**src/hw/irq_slice_pkg.sv**
```systemverilog
package irq_slice_pkg;

  // ----------------------------------------------------------------
  // Register map (byte addresses, one aligned word each)
  // ----------------------------------------------------------------
  localparam logic [7:0]  ENABLE_OFS    = 8'h00;
  localparam logic [7:0]  PRIO_OFS      = 8'h04;
  localparam logic [7:0]  EVT_STAT_OFS  = 8'h08;
  localparam logic [7:0]  EVT_CLR_OFS   = 8'h0c;
  localparam logic [7:0]  EVT_EN_OFS    = 8'h10;
  localparam logic [7:0]  PEND_OFS      = 8'h14;

  // ----------------------------------------------------------------
  // Enable register fields
  // ----------------------------------------------------------------
  localparam int          DAC2_BIT      = 15;
  localparam int          DAC1_BIT      = 14;
  localparam int          CTU_BIT       = 13;
  localparam int          VDET_BIT      = 8;
  localparam int          UARTB_BIT     = 2;
  localparam int          UARTA_BIT     = 1;
  localparam logic [15:0] ENABLE_MASK   = 16'he106;
  localparam logic [15:0] ENABLE_RESET  = 16'h0000;

  // ----------------------------------------------------------------
  // Priority register fields
  // ----------------------------------------------------------------
  localparam int          PRIO_MSB      = 2;
  localparam logic [2:0]  PRIO_RESET    = 3'h4;
  localparam logic [2:0]  PRIO_OFF      = 3'h0;

  // ----------------------------------------------------------------
  // Event status layout: one bit per source, wake-up at bit 6
  // ----------------------------------------------------------------
  localparam int          NUM_SRC       = 6;
  localparam int          NUM_EVT       = 7;
  localparam logic [6:0]  EVT_RESET     = 7'h00;

  // Bus handshake states
  typedef enum logic [1:0] {
    BUS_IDLE = 2'b01,
    BUS_ACK  = 2'b10
  } bus_state_e;

endpackage : irq_slice_pkg
```
**src/hw/interrupt_enable_priority_slice.sv**
```systemverilog
// Function
// - Enable register holds bits 15,14,13,8,2,1 for six peripheral sources.
// - A set enable bit passes its request; a clear bit blocks it.
// - Priority register bits 2..0 hold wake-up priority; bits 15..3 absent.
// - Priority code 111 gives wake-up level 7, the highest.
// - Nonzero codes map directly to their numeric level, 001 lowest.
// - Priority code 000 blocks the wake-up request; its event status bit still sets.
// - Reset clears all enable bits and loads priority code 100.
module interrupt_enable_priority_slice
  import irq_slice_pkg::*;
(
  input  wire logic        mclk_in,
  input  wire logic        sys_rst_in,
  input  wire logic        wb_cyc_in,
  input  wire logic        wb_stb_in,
  input  wire logic        wb_we_in,
  input  wire logic [7:0]  wb_adr_in,
  input  wire logic [3:0]  wb_sel_in,
  input  wire logic [31:0] wb_dat_in,
  output logic      [31:0] wb_dat_out,
  output logic             wb_ack_out,
  input  wire logic        dac_ch2_req_in,
  input  wire logic        dac_ch1_req_in,
  input  wire logic        charge_time_unit_req_in,
  input  wire logic        voltage_detect_req_in,
  input  wire logic        uart_b_error_req_in,
  input  wire logic        uart_a_error_req_in,
  input  wire logic        lowpower_wake_req_in,
  output logic      [5:0]  periph_req_out,
  output logic             wake_req_out,
  output logic      [2:0]  wake_level_out,
  output logic             irq_out
);

  // ----------------------------------------------------------------
  // Storage
  // ----------------------------------------------------------------
  logic [15:0] peripheral_irq_enable_4_reg;
  logic [2:0]  wakeup_irq_priority_reg;
  logic [6:0]  evt_stat_reg;
  logic [6:0]  evt_en_reg;
  logic [6:0]  req_sync1_reg;
  logic [6:0]  req_sync2_reg;
  logic [6:0]  req_prev_reg;
  bus_state_e  bus_state_reg;
  logic [5:0]  gated_req;
  logic [6:0]  raw_req;
  logic [6:0]  evt_rise;
  logic [6:0]  evt_clr;
  logic [31:0] rd_data;
  logic        bus_req;
  logic        wr_lo;
  logic        wr_hi;
  logic        rd_req;
  logic        enable_wr_lo;
  logic        enable_wr_hi;
  logic        prio_wr;
  logic        clr_wr;
  logic        evt_en_wr;
  logic        ack_next;
  bus_state_e  bus_state_next;
  logic [15:0] enable_next;
  logic [2:0]  prio_next;
  logic        wake_allowed;
  logic        wake_req_next;
  logic [2:0]  wake_level_next;
  logic [6:0]  evt_stat_next;
  logic [6:0]  evt_en_next;
  logic        irq_next;
  logic [15:0] enable_view;
  logic [2:0]  prio_view;

  // Gather the six enables into source order
  function automatic logic [5:0] pick_en(input logic [15:0] en);
    pick_en = {en[DAC2_BIT], en[DAC1_BIT], en[CTU_BIT],
               en[VDET_BIT], en[UARTB_BIT], en[UARTA_BIT]};
  endfunction : pick_en

  // Register select for one word offset
  function automatic logic reg_hit(input logic [7:0] adr,
                                   input logic [7:0] ofs);
    reg_hit = (adr == ofs);
  endfunction : reg_hit

  // Byte lane update that keeps absent positions at zero
  function automatic logic [7:0] lane_merge(input logic [7:0] old_val,
                                            input logic [7:0] new_val,
                                            input logic [7:0] keep,
                                            input logic       wr);
    lane_merge = wr ? (new_val & keep) : old_val;
  endfunction : lane_merge

  // Arbitration level of a priority code; zero means no level at all
  function automatic logic [2:0] prio_level(input logic [2:0] code);
    if (code == PRIO_OFF) begin
      prio_level = PRIO_OFF;
    end else begin
      prio_level = code;
    end
  endfunction : prio_level

  // ----------------------------------------------------------------
  // Bus decode
  // ----------------------------------------------------------------
  // New request only while idle, so each access acks exactly once
  assign bus_req = wb_cyc_in && wb_stb_in && (bus_state_reg == BUS_IDLE);
  assign wr_lo   = bus_req && wb_we_in && wb_sel_in[0];
  assign wr_hi   = bus_req && wb_we_in && wb_sel_in[1];

  // Per-register strobes, all taken at the accepting edge
  assign enable_wr_lo = wr_lo && reg_hit(wb_adr_in, ENABLE_OFS);
  assign enable_wr_hi = wr_hi && reg_hit(wb_adr_in, ENABLE_OFS);
  assign prio_wr      = wr_lo && reg_hit(wb_adr_in, PRIO_OFS);
  assign clr_wr       = wr_lo && reg_hit(wb_adr_in, EVT_CLR_OFS);
  assign evt_en_wr    = wr_lo && reg_hit(wb_adr_in, EVT_EN_OFS);

  // Read request, seen once per access
  assign rd_req = bus_req && !wb_we_in;

  // Next handshake state: accept, then one ack cycle, then idle again
  always_comb begin
    bus_state_next = BUS_IDLE;
    ack_next       = 1'b0;
    case (bus_state_reg)
      BUS_IDLE: begin
        ack_next = bus_req;
        if (bus_req) begin
          bus_state_next = BUS_ACK;
        end
      end
      BUS_ACK: begin
        bus_state_next = BUS_IDLE;
      end
      default: begin
        bus_state_next = BUS_IDLE;
      end
    endcase
  end

  // Handshake state
  always_ff @(posedge mclk_in or posedge sys_rst_in) begin
    if (sys_rst_in) begin
      bus_state_reg <= BUS_IDLE;
    end else begin
      bus_state_reg <= bus_state_next;
    end
  end

  // One-cycle ack, dropped the cycle after it was given
  always_ff @(posedge mclk_in or posedge sys_rst_in) begin
    if (sys_rst_in) begin
      wb_ack_out <= 1'b0;
    end else begin
      wb_ack_out <= ack_next;
    end
  end

  // ----------------------------------------------------------------
  // Enable register
  // ----------------------------------------------------------------
  // Writes touch only implemented positions, each byte lane under its own select
  always_comb begin
    enable_next[7:0]  = lane_merge(peripheral_irq_enable_4_reg[7:0],
                                   wb_dat_in[7:0], ENABLE_MASK[7:0],
                                   enable_wr_lo);
    enable_next[15:8] = lane_merge(peripheral_irq_enable_4_reg[15:8],
                                   wb_dat_in[15:8], ENABLE_MASK[15:8],
                                   enable_wr_hi);
  end

  // Enable storage, all clear at reset
  always_ff @(posedge mclk_in or posedge sys_rst_in) begin
    if (sys_rst_in) begin
      peripheral_irq_enable_4_reg <= ENABLE_RESET;
    end else begin
      peripheral_irq_enable_4_reg <= enable_next;
    end
  end

  // Register as software reads it back
  assign enable_view = peripheral_irq_enable_4_reg & ENABLE_MASK;

  // ----------------------------------------------------------------
  // Wake-up priority register
  // ----------------------------------------------------------------
  // Three-bit field; the upper bits of the word are never stored
  always_comb begin
    prio_next = wakeup_irq_priority_reg;
    if (prio_wr) begin
      prio_next = wb_dat_in[PRIO_MSB:0];
    end
  end

  // Priority storage, level four at reset
  always_ff @(posedge mclk_in or posedge sys_rst_in) begin
    if (sys_rst_in) begin
      wakeup_irq_priority_reg <= PRIO_RESET;
    end else begin
      wakeup_irq_priority_reg <= prio_next;
    end
  end

  // Code zero keeps the wake-up source out of arbitration
  assign wake_allowed = (wakeup_irq_priority_reg != PRIO_OFF);

  // Level handed to the arbiter for the current code
  assign wake_level_next = prio_level(wakeup_irq_priority_reg);

  // Field as software reads it back
  assign prio_view = wakeup_irq_priority_reg;

  // ----------------------------------------------------------------
  // Request synchronisers
  // ----------------------------------------------------------------
  assign raw_req = {lowpower_wake_req_in, dac_ch2_req_in, dac_ch1_req_in,
                    charge_time_unit_req_in, voltage_detect_req_in,
                    uart_b_error_req_in, uart_a_error_req_in};

  // First stage; requests may be asynchronous, two stages before use
  always_ff @(posedge mclk_in or posedge sys_rst_in) begin
    if (sys_rst_in) begin
      req_sync1_reg <= EVT_RESET;
    end else begin
      req_sync1_reg <= raw_req;
    end
  end

  // Second stage, the only reader of the first
  always_ff @(posedge mclk_in or posedge sys_rst_in) begin
    if (sys_rst_in) begin
      req_sync2_reg <= EVT_RESET;
    end else begin
      req_sync2_reg <= req_sync1_reg;
    end
  end

  // Previous synchronised level, for edge detection
  always_ff @(posedge mclk_in or posedge sys_rst_in) begin
    if (sys_rst_in) begin
      req_prev_reg <= EVT_RESET;
    end else begin
      req_prev_reg <= req_sync2_reg;
    end
  end

  // ----------------------------------------------------------------
  // Gating toward arbitration
  // ----------------------------------------------------------------
  assign gated_req = req_sync2_reg[NUM_SRC-1:0] &
                     pick_en(peripheral_irq_enable_4_reg);
  assign wake_req_next = req_sync2_reg[NUM_SRC] && wake_allowed;

  // Gated peripheral requests to the arbiter
  always_ff @(posedge mclk_in or posedge sys_rst_in) begin
    if (sys_rst_in) begin
      periph_req_out <= 6'h00;
    end else begin
      periph_req_out <= gated_req;
    end
  end

  // Wake-up request to the arbiter
  always_ff @(posedge mclk_in or posedge sys_rst_in) begin
    if (sys_rst_in) begin
      wake_req_out <= 1'b0;
    end else begin
      wake_req_out <= wake_req_next;
    end
  end

  // Level equals the code: 1 lowest, 7 highest
  always_ff @(posedge mclk_in or posedge sys_rst_in) begin
    if (sys_rst_in) begin
      wake_level_out <= PRIO_OFF;
    end else begin
      wake_level_out <= wake_level_next;
    end
  end

  // ----------------------------------------------------------------
  // Sticky event status with enable and write-one clear
  // ----------------------------------------------------------------
  // Rising edge of each synchronised request
  assign evt_rise = req_sync2_reg & ~req_prev_reg;

  // Write-one clear, only on an accepted write
  assign evt_clr  = clr_wr ? wb_dat_in[NUM_EVT-1:0] : EVT_RESET;

  // A new event wins over a clear in the same cycle
  assign evt_stat_next = (evt_stat_reg & ~evt_clr) | evt_rise;

  // Event status storage
  always_ff @(posedge mclk_in or posedge sys_rst_in) begin
    if (sys_rst_in) begin
      evt_stat_reg <= EVT_RESET;
    end else begin
      evt_stat_reg <= evt_stat_next;
    end
  end

  // Event interrupt enable, written as a whole
  assign evt_en_next = evt_en_wr ? wb_dat_in[NUM_EVT-1:0] : evt_en_reg;

  // Event enable storage
  always_ff @(posedge mclk_in or posedge sys_rst_in) begin
    if (sys_rst_in) begin
      evt_en_reg <= EVT_RESET;
    end else begin
      evt_en_reg <= evt_en_next;
    end
  end

  // Level interrupt from the status as it stands after this edge
  assign irq_next = |(evt_stat_next & evt_en_reg);

  // Level interrupt, registered
  always_ff @(posedge mclk_in or posedge sys_rst_in) begin
    if (sys_rst_in) begin
      irq_out <= 1'b0;
    end else begin
      irq_out <= irq_next;
    end
  end

  // ----------------------------------------------------------------
  // Read path
  // ----------------------------------------------------------------
  // Unmapped and write-only offsets read zero
  always_comb begin
    rd_data = 32'h0000_0000;
    case (wb_adr_in)
      ENABLE_OFS:   rd_data[15:0] = enable_view;
      PRIO_OFS:     rd_data[PRIO_MSB:0] = prio_view;
      EVT_STAT_OFS: rd_data[NUM_EVT-1:0] = evt_stat_reg;
      EVT_EN_OFS:   rd_data[NUM_EVT-1:0] = evt_en_reg;
      PEND_OFS:     rd_data[NUM_SRC-1:0] = gated_req;
      default:      rd_data = 32'h0000_0000;
    endcase
  end

  // Read data latched with the ack
  always_ff @(posedge mclk_in or posedge sys_rst_in) begin
    if (sys_rst_in) begin
      wb_dat_out <= 32'h0000_0000;
    end else if (rd_req) begin
      wb_dat_out <= rd_data;
    end
  end

endmodule : interrupt_enable_priority_slice

```
**config.mk**
```make
export PLATFORM = sky130hd
export DESIGN_NAME = interrupt_enable_priority_slice
export DESIGN_NICKNAME = d
export VERILOG_FILES = /design/src/hw/irq_slice_pkg.sv /design/src/hw/interrupt_enable_priority_slice.sv
export SDC_FILE = /design/constraint.sdc
export NUM_CORES = 1
export LEC_CHECK = 0
export BUFFER_PORTS_ARGS = -buffer_cell sky130_fd_sc_hd__buf_2
export CORE_MARGIN = 1.5
export CORE_UTILIZATION = 49
export CTS_CLUSTER_DIAMETER = 150
export DETAILED_ROUTE_END_ITERATION = 10
export MAX_ROUTING_LAYER = met4
export PLACE_DENSITY_LB_ADDON = 0.08
export SETUP_SLACK_MARGIN = 0.02
export SLEW_MARGIN = 0
export SYNTH_ARGS = -nofsm -noshare
export SYNTH_HDL_FRONTEND = slang
export SYNTH_SLANG_ARGS = --single-unit
```
**constraint.sdc**
```tcl
create_clock -name mclk_in -period 2.27 [get_ports mclk_in]
set_input_delay 0.227 -clock mclk_in [delete_from_list [all_inputs] [get_ports mclk_in]]
set_output_delay 0.227 -clock mclk_in [all_outputs]
set_load 0.01 [all_outputs]
```
==> flow_summary.yaml <==
synth:
  synth.avg_cell_area_um2: 12.4
  synth-seq-cells: 68
  synth_cells: 226
  synth.yosys.seq_area_share: 0.606
  synthesis.area_mm2: 0.00281
  synth_ff_type: "dfrtp_1"
  synthDistinctLibCells: 41
  synthArstFlopShare: 1.00
  synth_warnings: 0
  synth_edf_count: 0
clock_tree:
  ctsResizeCount: 0
  cts_tree: "done"
  clock_path_buffers: 2
  insertion_delay_ns: 0.35
  cts_num_sinks: 68
  clockRootBuffer: "clkbuf_8"
  path_clk_slew_ns: 0.08
  cts_buffers: 9
  cts_max_level: 3
global_route:
  grt_usage: 0.198
  grt_max_degree: 41
  grt_pass1_wl_um: 8620
  grt_pass1_vias: 1766
  grt-ovfl-total: 0
  antenna_found_initial: 0
floorplan:
  coreArea_mm2: 0.00551
  top_level_ports: 100
  die_w_um: 78.8
  die_y_um: 78.8
  start_util: 0.511
  die-area_mm2: 0.00620
  row_count: 27
critical_path:
  critical_path_class: "flip-flop to flip-flop"
  r2r_start: "bus_state_reg[0]"
  r2r.worst_path.cells: 7
  end_kind: "flip-flop"
  critical_path.max_fanout: 11
  r2r_slack_ns: 0.31
  critPathArrivalTime_ns: 2.17
  required_ns: 2.48
  timing.rr.end: "irq_out"
  worst_setup_path_start_kind: "flip-flop"
placement:
  dp.cells: 352
  post-place-ws_ns: 0.181
  gp_congestion: 0.754
  hpwl_um: 3690
  io_buffers: 55
finish:
  regMostFlops: "wb_dat_out"
  stdcell_count: 376
  area_delta_synth_final_pct: 19.4
  final_cell_mix: "dfrtp_1, buf_2, conb_1"
  layout_commonest_cell: "dfrtp_1"
  fin_nets: 355
  antenna_cells: 0
  drive_gt1_frac: 0.352
  largest_reg_flops: 11
  num-fill-cells: 488
power:
  p_total_mw: 2.40
  power_leakage_nw: 1.67
  p_per_area_mw_per_mm2: 714
  ir_worst_vdd_uv: 641
sta:
  hold_viol_final: 0
  hold_slack_ns: 0.105
  clock_skew_ns: 0.00670
  timing.fmax_mhz: 510
  period_share: 0.864
  setup_viol: 0
  worst_slack_ns: 0.309
  post-route-min-period_ns: 1.96
  rsz0062_at_grt: "false"
  fin_tns_setup_ns: 0
  slew_violations: 0
detailed_routing:
  wl_um: 5380
  drc: 0
  drtAntennaViolNets: 0
  vias: 1837
  drt_iter0_drc: 72
  viasPerCell: 4.89
  dr.pass1.iters: 4
  avgRoutedWirePerCell_um: 14.3
min_path:
  hold_depth: 2
  hp-start: "wb_dat_in[13]"
  whs_endpoint: "peripheral_irq_enable_4_reg[13]"
  min_path_type: "primary input to flip-flop"
run:
  timing.max_cap.violations: 0
outcome:
  status: "complete, no violations"
final cells by class:
class / instances / area (µm²) / share of cell area
clock buffer: 9 / 124 / 0.0369
clock inverter: 7 / 57.6 / 0.0171
inverter: 2 / 7.51 / 0.00224
multi-input combinational: 146 / 951 / 0.283
sequential: 68 / 1700 / 0.508
tap: 72 / 90.1 / 0.0268
timing repair buffer: 72 / 423 / 0.126
power by group:
| group | internal (mW) | leakage [nW] | switching [mW] |
|---|---|---|---|
| Clock | 0.408 | 0.0829 | 0.494 |
| Sequential | 1.26 | 0.842 | 0.0258 |
| Combinational | 0.0840 | 0.741 | 0.121 |
| Total | 1.76 | 1.67 | 0.640 |
critical path: stages, from the launching register on:
cell and delay, ns:
dfstp_2 0.51, and4b_1 0.22, inv_2 0.09, nor4_4 0.26, buf_4 0.22, a21oi_1 0.09, nor4_1 0.29, nand4_1 0.13
how the worst max path moves through the flow:
stage | cells past startpoint | to | start | slack [ns]
after floorplan | 1 | bus_state_reg[1] | sys_rst_in | 0.33
after global placement | 7 | irq_out | wb_adr_in[5] | 0.18
after detailed placement | 7 | irq_out | wb_adr_in[5] | 0.18
after CTS | 7 | irq_out | bus_state_reg[0] | 0.28
after global routing | 7 | irq_out | bus_state_reg[0] | 0.20
final | 7 | irq_out | bus_state_reg[0] | 0.31
synth_stat cells (all sizes together), types with 4 or more instances:
| library cell | instances | area (µm²) |
|---|---|---|
| nand3 | 6 | 30.0 |
| nor2b | 11 | 68.8 |
| buf | 24 | 178 |
| mux2 | 16 | 180 |
| a21o | 4 | 30.0 |
| a21oi | 9 | 45.0 |
| a2bb2oi | 5 | 43.8 |
| mux2i | 6 | 60.1 |
| dfrtp | 66 | 1650 |
| nor2 | 12 | 45.0 |
| o21ai | 11 | 55.1 |
| and2 | 6 | 37.5 |
| nand2 | 11 | 41.3 |
| clkbuf | 5 | 28.8 |
per-layer routing:
| layer | GRT usage | part of all wire |
|---|---|---|
| met2 | 0.295 | 0.46 |
| met3 | 0.0701 | 0.063 |
| met1 | 0.249 | 0.47 |
| met4 | 0.0750 | 0.012 |
| met5 | - | 0 |
metrics by stage:
| stage | utilization | area [µm²] |
|---|---|---|
| finish | 0.610 | 3360 |
| global placement | 0.562 | 3100 |
| CTS | 0.610 | 3360 |
| global route | 0.610 | 3360 |
| detailed placement | 0.562 | 3100 |
| floorplan | - | 2890 |
kinds of logic after synthesis:
kind of cell | synth area share
compound gates | 0.0885
buf+inv | 0.0827
flops | 0.606
mux | 0.0854
other cells | 0.00133
simple gates | 0.136
timing repair:
action	4_1_cts	5_1_grt
hold buffers	8	0
buffers inserted	0	0
endpoints found under the hold margin	36	0
Note: power is estimated with default switching activity, not from simulation.
